`config.mk`:
```
export PLATFORM = sky130hd
export DESIGN_NAME = pixel_array_addressing_control
export DESIGN_NICKNAME = d
export VERILOG_FILES = /design/src/shared/roi_addr_pkg.sv /design/src/core/pixel_array_addressing_control.sv
export SDC_FILE = /design/constraint.sdc
export NUM_CORES = 1
export LEC_CHECK = 0
export BUFFER_PORTS_ARGS = -buffer_cell sky130_fd_sc_hd__buf_2
export CAP_MARGIN = 20
export CORE_MARGIN = 3
export CORE_UTILIZATION = 24
export CTS_CLUSTER_SIZE = 12
export DETAILED_ROUTE_END_ITERATION = 10
export SLEW_MARGIN = 20
export SYNTH_ARGS = -nofsm -noshare
export SYNTH_HDL_FRONTEND = slang
export SYNTH_SLANG_ARGS = --single-unit
export TNS_END_PERCENT = 20
```
`constraint.sdc`:
```
create_clock -name pclk -period 3.3 [get_ports pclk]
set_input_delay 0.33 -clock pclk [delete_from_list [all_inputs] [get_ports pclk]]
set_output_delay 0.33 -clock pclk [all_outputs]
set_load 0.1 [all_outputs]
```
`src/shared/roi_addr_pkg.sv`:
```
// Shared constants for the pixel array addressing and row control block
package roi_addr_pkg;

  // ------------------------------------------------------------------
  // Array geometry
  // ------------------------------------------------------------------
  localparam int ADDR_W = 9;
  localparam logic [8:0] LAST_COL = 9'h1FF;
  localparam logic [8:0] LAST_ROW = 9'h1FF;

  // ------------------------------------------------------------------
  // Register map (byte addresses, one aligned word each)
  // ------------------------------------------------------------------
  localparam logic [11:0] OFF_CTRL = 12'h000;
  localparam logic [11:0] OFF_COL_START = 12'h004;
  localparam logic [11:0] OFF_ROW_START = 12'h008;
  localparam logic [11:0] OFF_COL_PTR = 12'h00C;
  localparam logic [11:0] OFF_ROW_PTR = 12'h010;
  localparam logic [11:0] OFF_STATUS = 12'h014;

  // ------------------------------------------------------------------
  // Control register fields and reset value
  // ------------------------------------------------------------------
  localparam int CTRL_ARRAY_EN = 0;
  localparam int CTRL_ZERO_EN = 1;
  localparam logic [1:0] CTRL_RST = 2'h3;

  // ------------------------------------------------------------------
  // Status register fields
  // ------------------------------------------------------------------
  localparam int ST_ROW_SEL = 0;
  localparam int ST_ROW_RST = 1;
  localparam int ST_ZERO = 2;
  localparam int ST_HOLD = 3;
  localparam int ST_SIDE = 4;

  localparam logic [8:0] START_RST = 9'h000;

  // Idle pin levels: strobes, shift clocks, presets and row enable high
  localparam logic [21:0] PIN_IDLE = 22'h00_1FF0;

endpackage

```
`src/core/pixel_array_addressing_control.sv`:
```
// Pixel array addressing, row control and end-of-scan logic
//
// Local design decisions: the register addresses and register access over APB.
`timescale 1ns/1ps
// Function
// - Start value reaches pointer only on preset
// - Column clock fall advances column pointer
// - Output holds while column clock low
// - Start registers keep contents across frames
// - Row enable low inhibits the pixel array
// - Zeroing input routes dark level, unity gain
// - Each shift register flags its end
// - Row reset acts on chosen row pointer
// - Row enable selects chosen row pointer
// - Side choice 1 left read, 0 right
// - Latch strobe low tracks, high holds
// - End flag low one period after last
// - Row pointers advance on row clock fall
module pixel_array_addressing_control (
  input wire logic pclk,
  input wire logic presetn,
  // APB slave
  input wire logic psel,
  input wire logic penable,
  input wire logic pwrite,
  input wire logic [11:0] paddr,
  input wire logic [31:0] pwdata,
  output logic [31:0] prdata,
  output logic pready,
  output logic pslverr,
  // Sensor pins from the timing controller
  input wire logic [8:0] start_addr,
  input wire logic col_start_latch,
  input wire logic row_start_latch,
  input wire logic col_clock,
  input wire logic col_preset_n,
  input wire logic readrow_clock,
  input wire logic readrow_preset_n,
  input wire logic resetrow_clock,
  input wire logic resetrow_preset_n,
  input wire logic row_enable,
  input wire logic row_reset,
  input wire logic side_left,
  input wire logic amp_zero,
  // Outputs
  output logic col_end_flag_n,
  output logic readrow_end_flag_n,
  output logic resetrow_end_flag_n,
  output logic [8:0] col_ptr,
  output logic [8:0] row_sel_addr,
  output logic row_sel_active,
  output logic row_rst_active,
  output logic amp_zero_mode,
  output logic out_hold
);

  // ----------------------------------------------------------------
  // Pin synchronisers
  // ----------------------------------------------------------------
  // Pin order, top bit first: nine address bits, both latch strobes,
  // clock and preset of column, read row and reset row, then row
  // enable, row reset, side choice and zeroing; bit 0 is a spare
  localparam int NP = 22;
  logic [NP-1:0] pin_in;
  logic [NP-1:0] meta_r;
  logic [NP-1:0] sync_r;
  logic [NP-1:0] prev_r;

  assign pin_in = {start_addr, col_start_latch, row_start_latch, col_clock,
                   col_preset_n, readrow_clock, readrow_preset_n,
                   resetrow_clock, resetrow_preset_n, row_enable,
                   row_reset, side_left, amp_zero, 1'b0};

  // Two stages; the second stage feeds logic, and a third copy of it feeds edge detection
  // Reset to idle pin levels: cleared stages would show a false clock
  // edge and a false preset right after release
  always_ff @(posedge pclk or negedge presetn) begin
    if (!presetn) begin
      meta_r <= roi_addr_pkg::PIN_IDLE;
      sync_r <= roi_addr_pkg::PIN_IDLE;
      prev_r <= roi_addr_pkg::PIN_IDLE;
    end else begin
      meta_r <= pin_in;
      sync_r <= meta_r;
      prev_r <= sync_r;
    end
  end

  // Synchronised pin levels, and the shift clocks one cycle earlier
  logic [8:0] s_addr;
  logic s_cl;
  logic s_rl;
  logic s_cclk;
  logic s_cpn;
  logic s_rrclk;
  logic s_rrpn;
  logic s_rsclk;
  logic s_rspn;
  logic s_en;
  logic s_rst;
  logic s_left;
  logic s_zero;
  logic p_cclk;
  logic p_rrclk;
  logic p_rsclk;

  assign s_addr = sync_r[21:13];
  assign s_cl = sync_r[12];
  assign s_rl = sync_r[11];
  assign s_cclk = sync_r[10];
  assign s_cpn = sync_r[9];
  assign s_rrclk = sync_r[8];
  assign s_rrpn = sync_r[7];
  assign s_rsclk = sync_r[6];
  assign s_rspn = sync_r[5];
  assign s_en = sync_r[4];
  assign s_rst = sync_r[3];
  assign s_left = sync_r[2];
  assign s_zero = sync_r[1];
  assign p_cclk = prev_r[10];
  assign p_rrclk = prev_r[8];
  assign p_rsclk = prev_r[6];

  // Edge detection on the controller-made clocks
  // Found two cycles late; pulses under one cycle may be lost
  logic cclk_fall;
  logic cclk_rise;
  logic rrclk_fall;
  logic rsclk_fall;
  assign cclk_fall = p_cclk && !s_cclk;
  assign cclk_rise = !p_cclk && s_cclk;
  assign rrclk_fall = p_rrclk && !s_rrclk;
  assign rsclk_fall = p_rsclk && !s_rsclk;

  // True when a pointer sits on the last place of its register
  function automatic logic at_last(input logic [8:0] p,
                                   input logic [8:0] last);
    at_last = (p == last);
  endfunction

  // Pointer step with wrap at the array edge
  function automatic logic [8:0] step(input logic [8:0] p,
                                      input logic [8:0] last);
    step = at_last(p, last) ? 9'h000 : 9'(p + 9'h001);
  endfunction

  // ----------------------------------------------------------------
  // Start registers
  // ----------------------------------------------------------------
  logic [8:0] col_start_r;
  logic [8:0] row_start_r;

  // Transparent while strobe low, held when high; never cleared per frame
  always_ff @(posedge pclk or negedge presetn) begin
    if (!presetn) begin
      col_start_r <= roi_addr_pkg::START_RST;
      row_start_r <= roi_addr_pkg::START_RST;
    end else begin
      if (!s_cl) col_start_r <= s_addr;
      if (!s_rl) row_start_r <= s_addr;
    end
  end

  // ----------------------------------------------------------------
  // Shift registers (pointers)
  // ----------------------------------------------------------------
  // One pointer per shift register; both row pointers share one start
  logic [8:0] col_ptr_r;
  logic [8:0] readrow_ptr_r;
  logic [8:0] resetrow_ptr_r;

  // Preset takes priority; pointer only moves to start here
  always_ff @(posedge pclk or negedge presetn) begin
    if (!presetn) begin
      col_ptr_r <= roi_addr_pkg::START_RST;
    end else if (!s_cpn) begin
      col_ptr_r <= col_start_r;
    end else if (cclk_fall) begin
      col_ptr_r <= step(col_ptr_r, roi_addr_pkg::LAST_COL);
    end
  end

  always_ff @(posedge pclk or negedge presetn) begin
    if (!presetn) begin
      readrow_ptr_r <= roi_addr_pkg::START_RST;
    end else if (!s_rrpn) begin
      readrow_ptr_r <= row_start_r;
    end else if (rrclk_fall) begin
      readrow_ptr_r <= step(readrow_ptr_r, roi_addr_pkg::LAST_ROW);
    end
  end

  always_ff @(posedge pclk or negedge presetn) begin
    if (!presetn) begin
      resetrow_ptr_r <= roi_addr_pkg::START_RST;
    end else if (!s_rspn) begin
      resetrow_ptr_r <= row_start_r;
    end else if (rsclk_fall) begin
      resetrow_ptr_r <= step(resetrow_ptr_r, roi_addr_pkg::LAST_ROW);
    end
  end

  // ----------------------------------------------------------------
  // End-of-scan flags
  // ----------------------------------------------------------------
  // Low for one shift clock period after the step past the last place;
  // a preset leaves the flag alone, so a cut scan still ends cleanly
  always_ff @(posedge pclk or negedge presetn) begin
    if (!presetn) begin
      col_end_flag_n <= 1'b1;
    end else if (cclk_fall) begin
      col_end_flag_n <=
        !at_last(col_ptr_r, roi_addr_pkg::LAST_COL);
    end
  end

  // Read row flag
  always_ff @(posedge pclk or negedge presetn) begin
    if (!presetn) begin
      readrow_end_flag_n <= 1'b1;
    end else if (rrclk_fall) begin
      readrow_end_flag_n <=
        !at_last(readrow_ptr_r, roi_addr_pkg::LAST_ROW);
    end
  end

  // Reset row flag
  always_ff @(posedge pclk or negedge presetn) begin
    if (!presetn) begin
      resetrow_end_flag_n <= 1'b1;
    end else if (rsclk_fall) begin
      resetrow_end_flag_n <=
        !at_last(resetrow_ptr_r, roi_addr_pkg::LAST_ROW);
    end
  end

  // ----------------------------------------------------------------
  // Control register written by software
  // ----------------------------------------------------------------
  logic [1:0] ctrl_r;
  // Write lands at the access edge; read data is fetched at setup
  logic wr_en;
  logic rd_en;
  assign wr_en = psel && penable && pwrite;
  assign rd_en = psel && !penable && !pwrite;

  always_ff @(posedge pclk or negedge presetn) begin
    if (!presetn) begin
      ctrl_r <= roi_addr_pkg::CTRL_RST;
    end else if (wr_en && paddr == roi_addr_pkg::OFF_CTRL) begin
      ctrl_r <= pwdata[1:0];
    end
  end

  // ----------------------------------------------------------------
  // Row control and output stage
  // ----------------------------------------------------------------
  logic array_on;
  logic zero_on;
  assign array_on = s_en && ctrl_r[roi_addr_pkg::CTRL_ARRAY_EN];
  assign zero_on = s_zero && ctrl_r[roi_addr_pkg::CTRL_ZERO_EN];

  // Side choice picks which row pointer drives select and reset
  always_ff @(posedge pclk or negedge presetn) begin
    if (!presetn) begin
      row_sel_addr <= roi_addr_pkg::START_RST;
    end else begin
      row_sel_addr <= s_left ? readrow_ptr_r : resetrow_ptr_r;
    end
  end

  // Row enable low blocks the array; zeroing cuts the array off the
  // amplifier, so no row is selected while it lasts
  always_ff @(posedge pclk or negedge presetn) begin
    if (!presetn) begin
      row_sel_active <= 1'b0;
      row_rst_active <= 1'b0;
      amp_zero_mode <= 1'b0;
    end else begin
      row_sel_active <= array_on && !zero_on;
      row_rst_active <= array_on && s_rst;
      amp_zero_mode <= zero_on;
    end
  end

  // Pixel output updates only after column clock rises, held while low
  always_ff @(posedge pclk or negedge presetn) begin
    if (!presetn) begin
      col_ptr <= roi_addr_pkg::START_RST;
      out_hold <= 1'b1;
    end else begin
      if (cclk_rise) col_ptr <= col_ptr_r;
      out_hold <= !s_cclk;
    end
  end

  // ----------------------------------------------------------------
  // APB read path: one wait-free access, data registered at setup
  // ----------------------------------------------------------------
  logic [31:0] rd_nxt;
  logic bad_nxt;
  always_comb begin
    rd_nxt = 32'h0000_0000;
    bad_nxt = 1'b0;
    case (paddr)
      roi_addr_pkg::OFF_CTRL: rd_nxt = {30'h0, ctrl_r};
      roi_addr_pkg::OFF_COL_START: rd_nxt = {23'h0, col_start_r};
      roi_addr_pkg::OFF_ROW_START: rd_nxt = {23'h0, row_start_r};
      roi_addr_pkg::OFF_COL_PTR: rd_nxt = {23'h0, col_ptr_r};
      roi_addr_pkg::OFF_ROW_PTR:
        rd_nxt = {7'h0, resetrow_ptr_r, 7'h0, readrow_ptr_r};
      roi_addr_pkg::OFF_STATUS:
        rd_nxt = {27'h0, s_left, out_hold, amp_zero_mode,
                  row_rst_active, row_sel_active};
      default: bad_nxt = 1'b1;
    endcase
  end

  // Ready in the access cycle only: every transfer takes one wait-free
  // access, so the master never sees a stretched phase
  always_ff @(posedge pclk or negedge presetn) begin
    if (!presetn) begin
      pready <= 1'b0;
    end else begin
      pready <= psel && !penable;
    end
  end

  // Read data fetched at setup; it stays until the next setup
  always_ff @(posedge pclk or negedge presetn) begin
    if (!presetn) begin
      prdata <= 32'h0000_0000;
    end else if (psel && !penable) begin
      prdata <= rd_en ? rd_nxt : 32'h0000_0000;
    end
  end

  // Error stands with ready only; a held error would taint later words
  always_ff @(posedge pclk or negedge presetn) begin
    if (!presetn) begin
      pslverr <= 1'b0;
    end else begin
      pslverr <= psel && !penable && bad_nxt;
    end
  end

endmodule

```
# After elaboration in Yosys (flattened, before gate mapping)
# Cells that the tools add are included.
op_classes:
  n_eq_ne: 11
  n_addsub: 3
  reduce_logical: 26
  muxes: 13
ops:
  columns: ["operator", "n"]
  rows:
  - ["$pmux 25 s6", 1]
  - ["$mux 9", 10]
  - ["$mux 32", 1]
  - ["$add 9x1->9 const B", 3]
  - ["$eq 9x9->1 const B", 3]
  - ["$eq 12x4->1 const B", 2]
  - ["$eq 12x5->1 const B", 2]
  - ["$logic_and 1x1->1", 14]
  - ["$eq 12x3->1 const B", 1]
  - ["$logic_not 12->1", 1]
  - ["$logic_not 1->1", 10]
  - ["$ne 2x1->1 const B", 3]
  - ["$reduce_or 6->1", 1]
  - ["$mux 1", 1]
word_totals:
  ff_bits: 158
  output_inout_bits: 59
  in_bits: 70
  word_cells: 74

# Longest topological paths before layout
depth:
  ltp_word: 4
  mapped_depth: 10
  mapped_depth_nobuf: 9

# Least setup slack after synthesis
# No wires, ideal clock.
synth_path:
  kind: "reg-to-reg"
  from: "register resetrow_ptr_r[0]"
  to: "register resetrow_ptr_r[2]"
  setup_time_ns: 0.077
  slack_ns: 0.821
  synth_period_minus_slack_ns: 2.479
  t_required_ns: 3.223
  stages_incl_launch_ff: 11
  arrival_time_ns: 2.401
  n_path_buf: 1
  path_cell_list: "dfrtp_1 -> ha_1 -> and3_1 -> and3_1 -> and3_1 -> ha_1 -> or3b_2 -> clkbuf_1 -> nor3b_1 -> a21oi_1 -> a21oi_1"
synth_between:
  elab_chain_len: 4
  word_cells_on_any_way: 5
  cone_classes: "1 x add/sub; 1 x eq/ne; 3 x mux"
synth_rtl:
  columns: ["item", "line", "rtl"]
  rows:
  - ["start, declared", "pixel_array_addressing_control.sv:170", "logic [8:0] resetrow_ptr_r;"]
  - ["start signal, assigned", "pixel_array_addressing_control.sv:195", "resetrow_ptr_r <= roi_addr_pkg::START_RST;"]
  - ["start signal, assigned", "pixel_array_addressing_control.sv:197", "resetrow_ptr_r <= row_start_r;"]
  - ["start signal, assigned", "pixel_array_addressing_control.sv:199", "resetrow_ptr_r <= step(resetrow_ptr_r, roi_addr_pkg::LAST_ROW);"]
  - ["$add 9x1->9 or $eq 9x9->1 (tied branches)", "pixel_array_addressing_control.sv:144, pixel_array_addressing_control.sv:138", null]
  - ["$mux 9 (*)", "pixel_array_addressing_control.sv:144", "step = at_last(p, last) ? 9'h000 : 9'(p + 9'h001);"]
  - ["$mux 9 (*)", "pixel_array_addressing_control.sv:198", "end else if (rsclk_fall) begin"]
  - ["$mux 9 (*)", "pixel_array_addressing_control.sv:196", "end else if (!s_rspn) begin"]
# Every way passes the cells marked *; elsewhere a longest branch is shown, timed or not. The select of a mux whose other input is x is not followed.
# A chain may end at the register's enable or synchronous reset.

# Worst setup path after layout
layout_path:
  from: "register readrow_ptr_r[0]"
  to: "register readrow_ptr_r[7]"
layout_between:
  elab_chain_len: 4
  word_cells_on_any_way: 5
  cone_classes: "1 x add/sub; 1 x eq/ne; 3 x mux"
layout_rtl:
  columns: ["item", "line", "rtl"]
  rows:
  - ["start, declared", "pixel_array_addressing_control.sv:169", "logic [8:0] readrow_ptr_r;"]
  - ["start signal, assigned", "pixel_array_addressing_control.sv:185", "readrow_ptr_r <= roi_addr_pkg::START_RST;"]
  - ["start signal, assigned", "pixel_array_addressing_control.sv:187", "readrow_ptr_r <= row_start_r;"]
  - ["start signal, assigned", "pixel_array_addressing_control.sv:189", "readrow_ptr_r <= step(readrow_ptr_r, roi_addr_pkg::LAST_ROW);"]
  - ["$add 9x1->9 or $eq 9x9->1 (tied branches)", "pixel_array_addressing_control.sv:144, pixel_array_addressing_control.sv:138", null]
  - ["$mux 9 (*)", "pixel_array_addressing_control.sv:144", null]
  - ["$mux 9 (*)", "pixel_array_addressing_control.sv:188", "end else if (rrclk_fall) begin"]
  - ["$mux 9 (*)", "pixel_array_addressing_control.sv:186", "end else if (!s_rrpn) begin"]
# Marked as above.

==> impl_metrics.yaml <==
outcome:
  status: "complete, no violations"
place:
  io_buffers: 84
  gp_congestion: 0.835
  hpwlAfterDp_um: 10100
  place_area_um2: 6380
global_route:
  grt_antenna_before_repair: 0
  grt_max_degree: 56
  grt.total_usage_pct: 11.4
  grt_pass1_wl_um: 22700
  grt.overflow.total: 0
  grt_pass1_vias: 3982
setup_path:
  end_kind: "register"
  required_ps: 3640
  crit_type: "register to register"
  rr_worst_depth: 8
  crit_end: "readrow_ptr_r[7]"
  arrival_ps: 3060
  r2r_setup_slack_ps: 580
  cp_max_fo: 8
  worstSetupStartpointType: "register"
  r2r_start: "readrow_ptr_r[0]"
  startpoint: "readrow_ptr_r[0]"
  r2r-end: "readrow_ptr_r[7]"
clock_tree:
  h-tree-depth: 4
  path_clk_slew_ps: 60
  clk_latency_ps: 420
  cts_sinks: 137
  cts_tree: "built"
  cts_repair_resize_count: 0
  cts_buffers: 17
  cts-root-buf: "clkbuf_16"
  cts_setup_buffers: 0
  clock_path_buffers: 2
timing:
  rsz0062_at_grt: "no"
  fin_skew_ps: 9.30
  finalSetupViolCount: 0
  maxSlewViolCount: 0
  tightest_slew_ps: 849
  finalCritPeriodShare_pct: 82.4
  fin_tns_setup_ps: 0
  hold_viol: 0
  relSlewSlack_pct: 43.4
  fin_crit_ps: 2720
  clock.fmax_mhz: 368
floorplan:
  dieArea_um2: 25700
  die_height_um: 160
  die_x_um: 160
  core-area_um2: 23100
  io_pins: 129
  initial_utilization_pct: 24.8
  fp-row-count: 55
layout:
  drive_above_1_share_pct: 31.5
  nets: 656
  stdcell_area_um2: 7150
  antenna_cells: 0
  regArea_um2: 3460
  n_fill_cell: 2369
  multiInputGateArea_um2: 2070
  reg_top3: "meta_r: 21 flops, sync_r: 21 flops, prdata: 18 flops"
  synthToLayoutAreaGrowth_pct: 25.0
synth:
  async_flop_share_pct: 100
  yosys-mux-area-fraction_pct: 10.1
  yosysWarnings: 0
  ys_top_cells_by_area: "dfrtp_1 (48%), dfstp_2 (12%), mux2_2 (7.5%)"
  synth_top_family_by_area: "simple AND/OR/NAND/NOR gates"
  synth_seq_area_share_pct: 60.6
  synth_compound_area_share_pct: 11.6
  synth_area_um2: 5720
  yosys.area_share.simple_pct: 12.2
  synth_commonest_cells: "dfrtp_1 (110), nor2_1 (46), mux2_2 (38)"
  synthXorXnorAreaFrac_pct: 0
  synth_seq_cells: 137
  synth_cells: 483
  synth_edf_count: 0
  synthAdderAreaFrac_pct: 1.31
  synthFlopType: "dfrtp_1"
  avgSynthCellArea_um2: 11.8
  synth_top_area_cell: "dfrtp_1"
  yosysMostFrequentCell: "dfrtp_1"
  yosysTopAreaCellShare_pct: 48.2
  synth_cell_types: 44
routing:
  first_iter_violations: 284
  ant_nets: 0
  routed_via_density: 4.32
  firstDrtPassIters: 4
  vias: 3917
  route.detailed.drc: 0
  drt-total-wl_um: 14000
  wl_per_cell_um: 15.4
pwr:
  vdd_ir_drop_max_uv: 340
  power_leakage_nw: 3.17
  p_per_area_nw_per_um2: 646
worst_hold_path:
  hold_depth: 1
  hold_class: "input port to register"
job:
  cap_violations: 0
## how the worst min path moves through the flow
stage                             start            end  slack, ps
after global placement          presetn     col_ptr[1]        320
after floorplan                 presetn  amp_zero_mode         30
final                         col_clock     meta_r[10]         20
after detailed placement        presetn     col_ptr[1]        330
after CTS                      amp_zero      meta_r[1]          1
after global routing      start_addr[4]     meta_r[17]          6
## final cells by class
| cell class | instances | share of cell area (%) |
|---|---|---|
| multi-input cells | 315 | 28.9 |
| clock buffers | 20 | 6.25 |
| repair buffers | 107 | 9.09 |
| well taps | 313 | 5.48 |
| inverters | 2 | 0.105 |
| clock inverters | 12 | 1.68 |
| flip-flops and latches | 137 | 48.5 |
## cell families after synthesis
kind of cell | after synthesis
AO/OA/AOI/OAI | 108
adder cells (fa/ha/maj) | 6
buffers and inverters | 44
flip-flops | 137
multiplexers | 53
other | 1
AND/OR/NAND/NOR | 134
## routing by layer
metal	wire length, µm	GRT usage, %	vias up
li1	-	-	1891
met1	6620	15.6	1913
met2	6480	17.6	96
met3	655	3.04	17
met4	204	3.98	0
met5	0	0	-
## where the power goes
| group | internal (W) | switching (W) | total [W] |
|---|---|---|---|
| Clock | 0.00106 | 0.000729 | 0.00179 |
| Combinational | 0.000207 | 0.000626 | 0.000833 |
| Sequential | 0.00184 | 0.000157 | 0.00199 |
| Total | 0.00311 | 0.00151 | 0.00462 |
## stage by stage
step / utilization, % / worst slack, ps / cells / total power (W) / hold slack [ps]
after floorplan: - / 821 / 496 / 0.00264 / 34.4
after global placement: 27.7 / 629 / 854 / 0.00284 / 324
after detailed placement: 27.7 / 616 / 854 / 0.00285 / 325
after CTS: 31.0 / 580 / 905 / 0.00468 / 1.30
after global routing: 31.0 / 427 / 906 / 0.00484 / 6.13
final: 31.0 / 582 / 906 / 0.00462 / 22.0
## critical path, cell delays in order (launching register included)
cell     delay (ps)
dfrtp_1         450
ha_1            250
and3_1          220
and3_1          200
and3_1          180
ha_1            270
or3b_1          540
or3_1           360
a31oi_1         170
## cells in the final DEF, fill, tap and decap left out, drive strengths merged, types with 14 or more instances in the layout
master       synthesis  layout
a21oi               28      28
a31oi               19      19
and3                14      14
buf                 20      87
clkbuf              22      20
conb                 1      14
dfrtp              110     110
dfstp               27      27
dlygate4sd3          0      20
mux2                38      38
mux2i               15      15
nand2               26      26
nor2                47      47
o21ai               27      27
## timing repair
| item | CTS | global route |
|---|---|---|
| endpoints found under the hold margin | 57 | 1 |
| hold buffers | 19 | 1 |
| setup endpoints to repair | 0 | 0 |
Power figures use the tool's default switching activity.
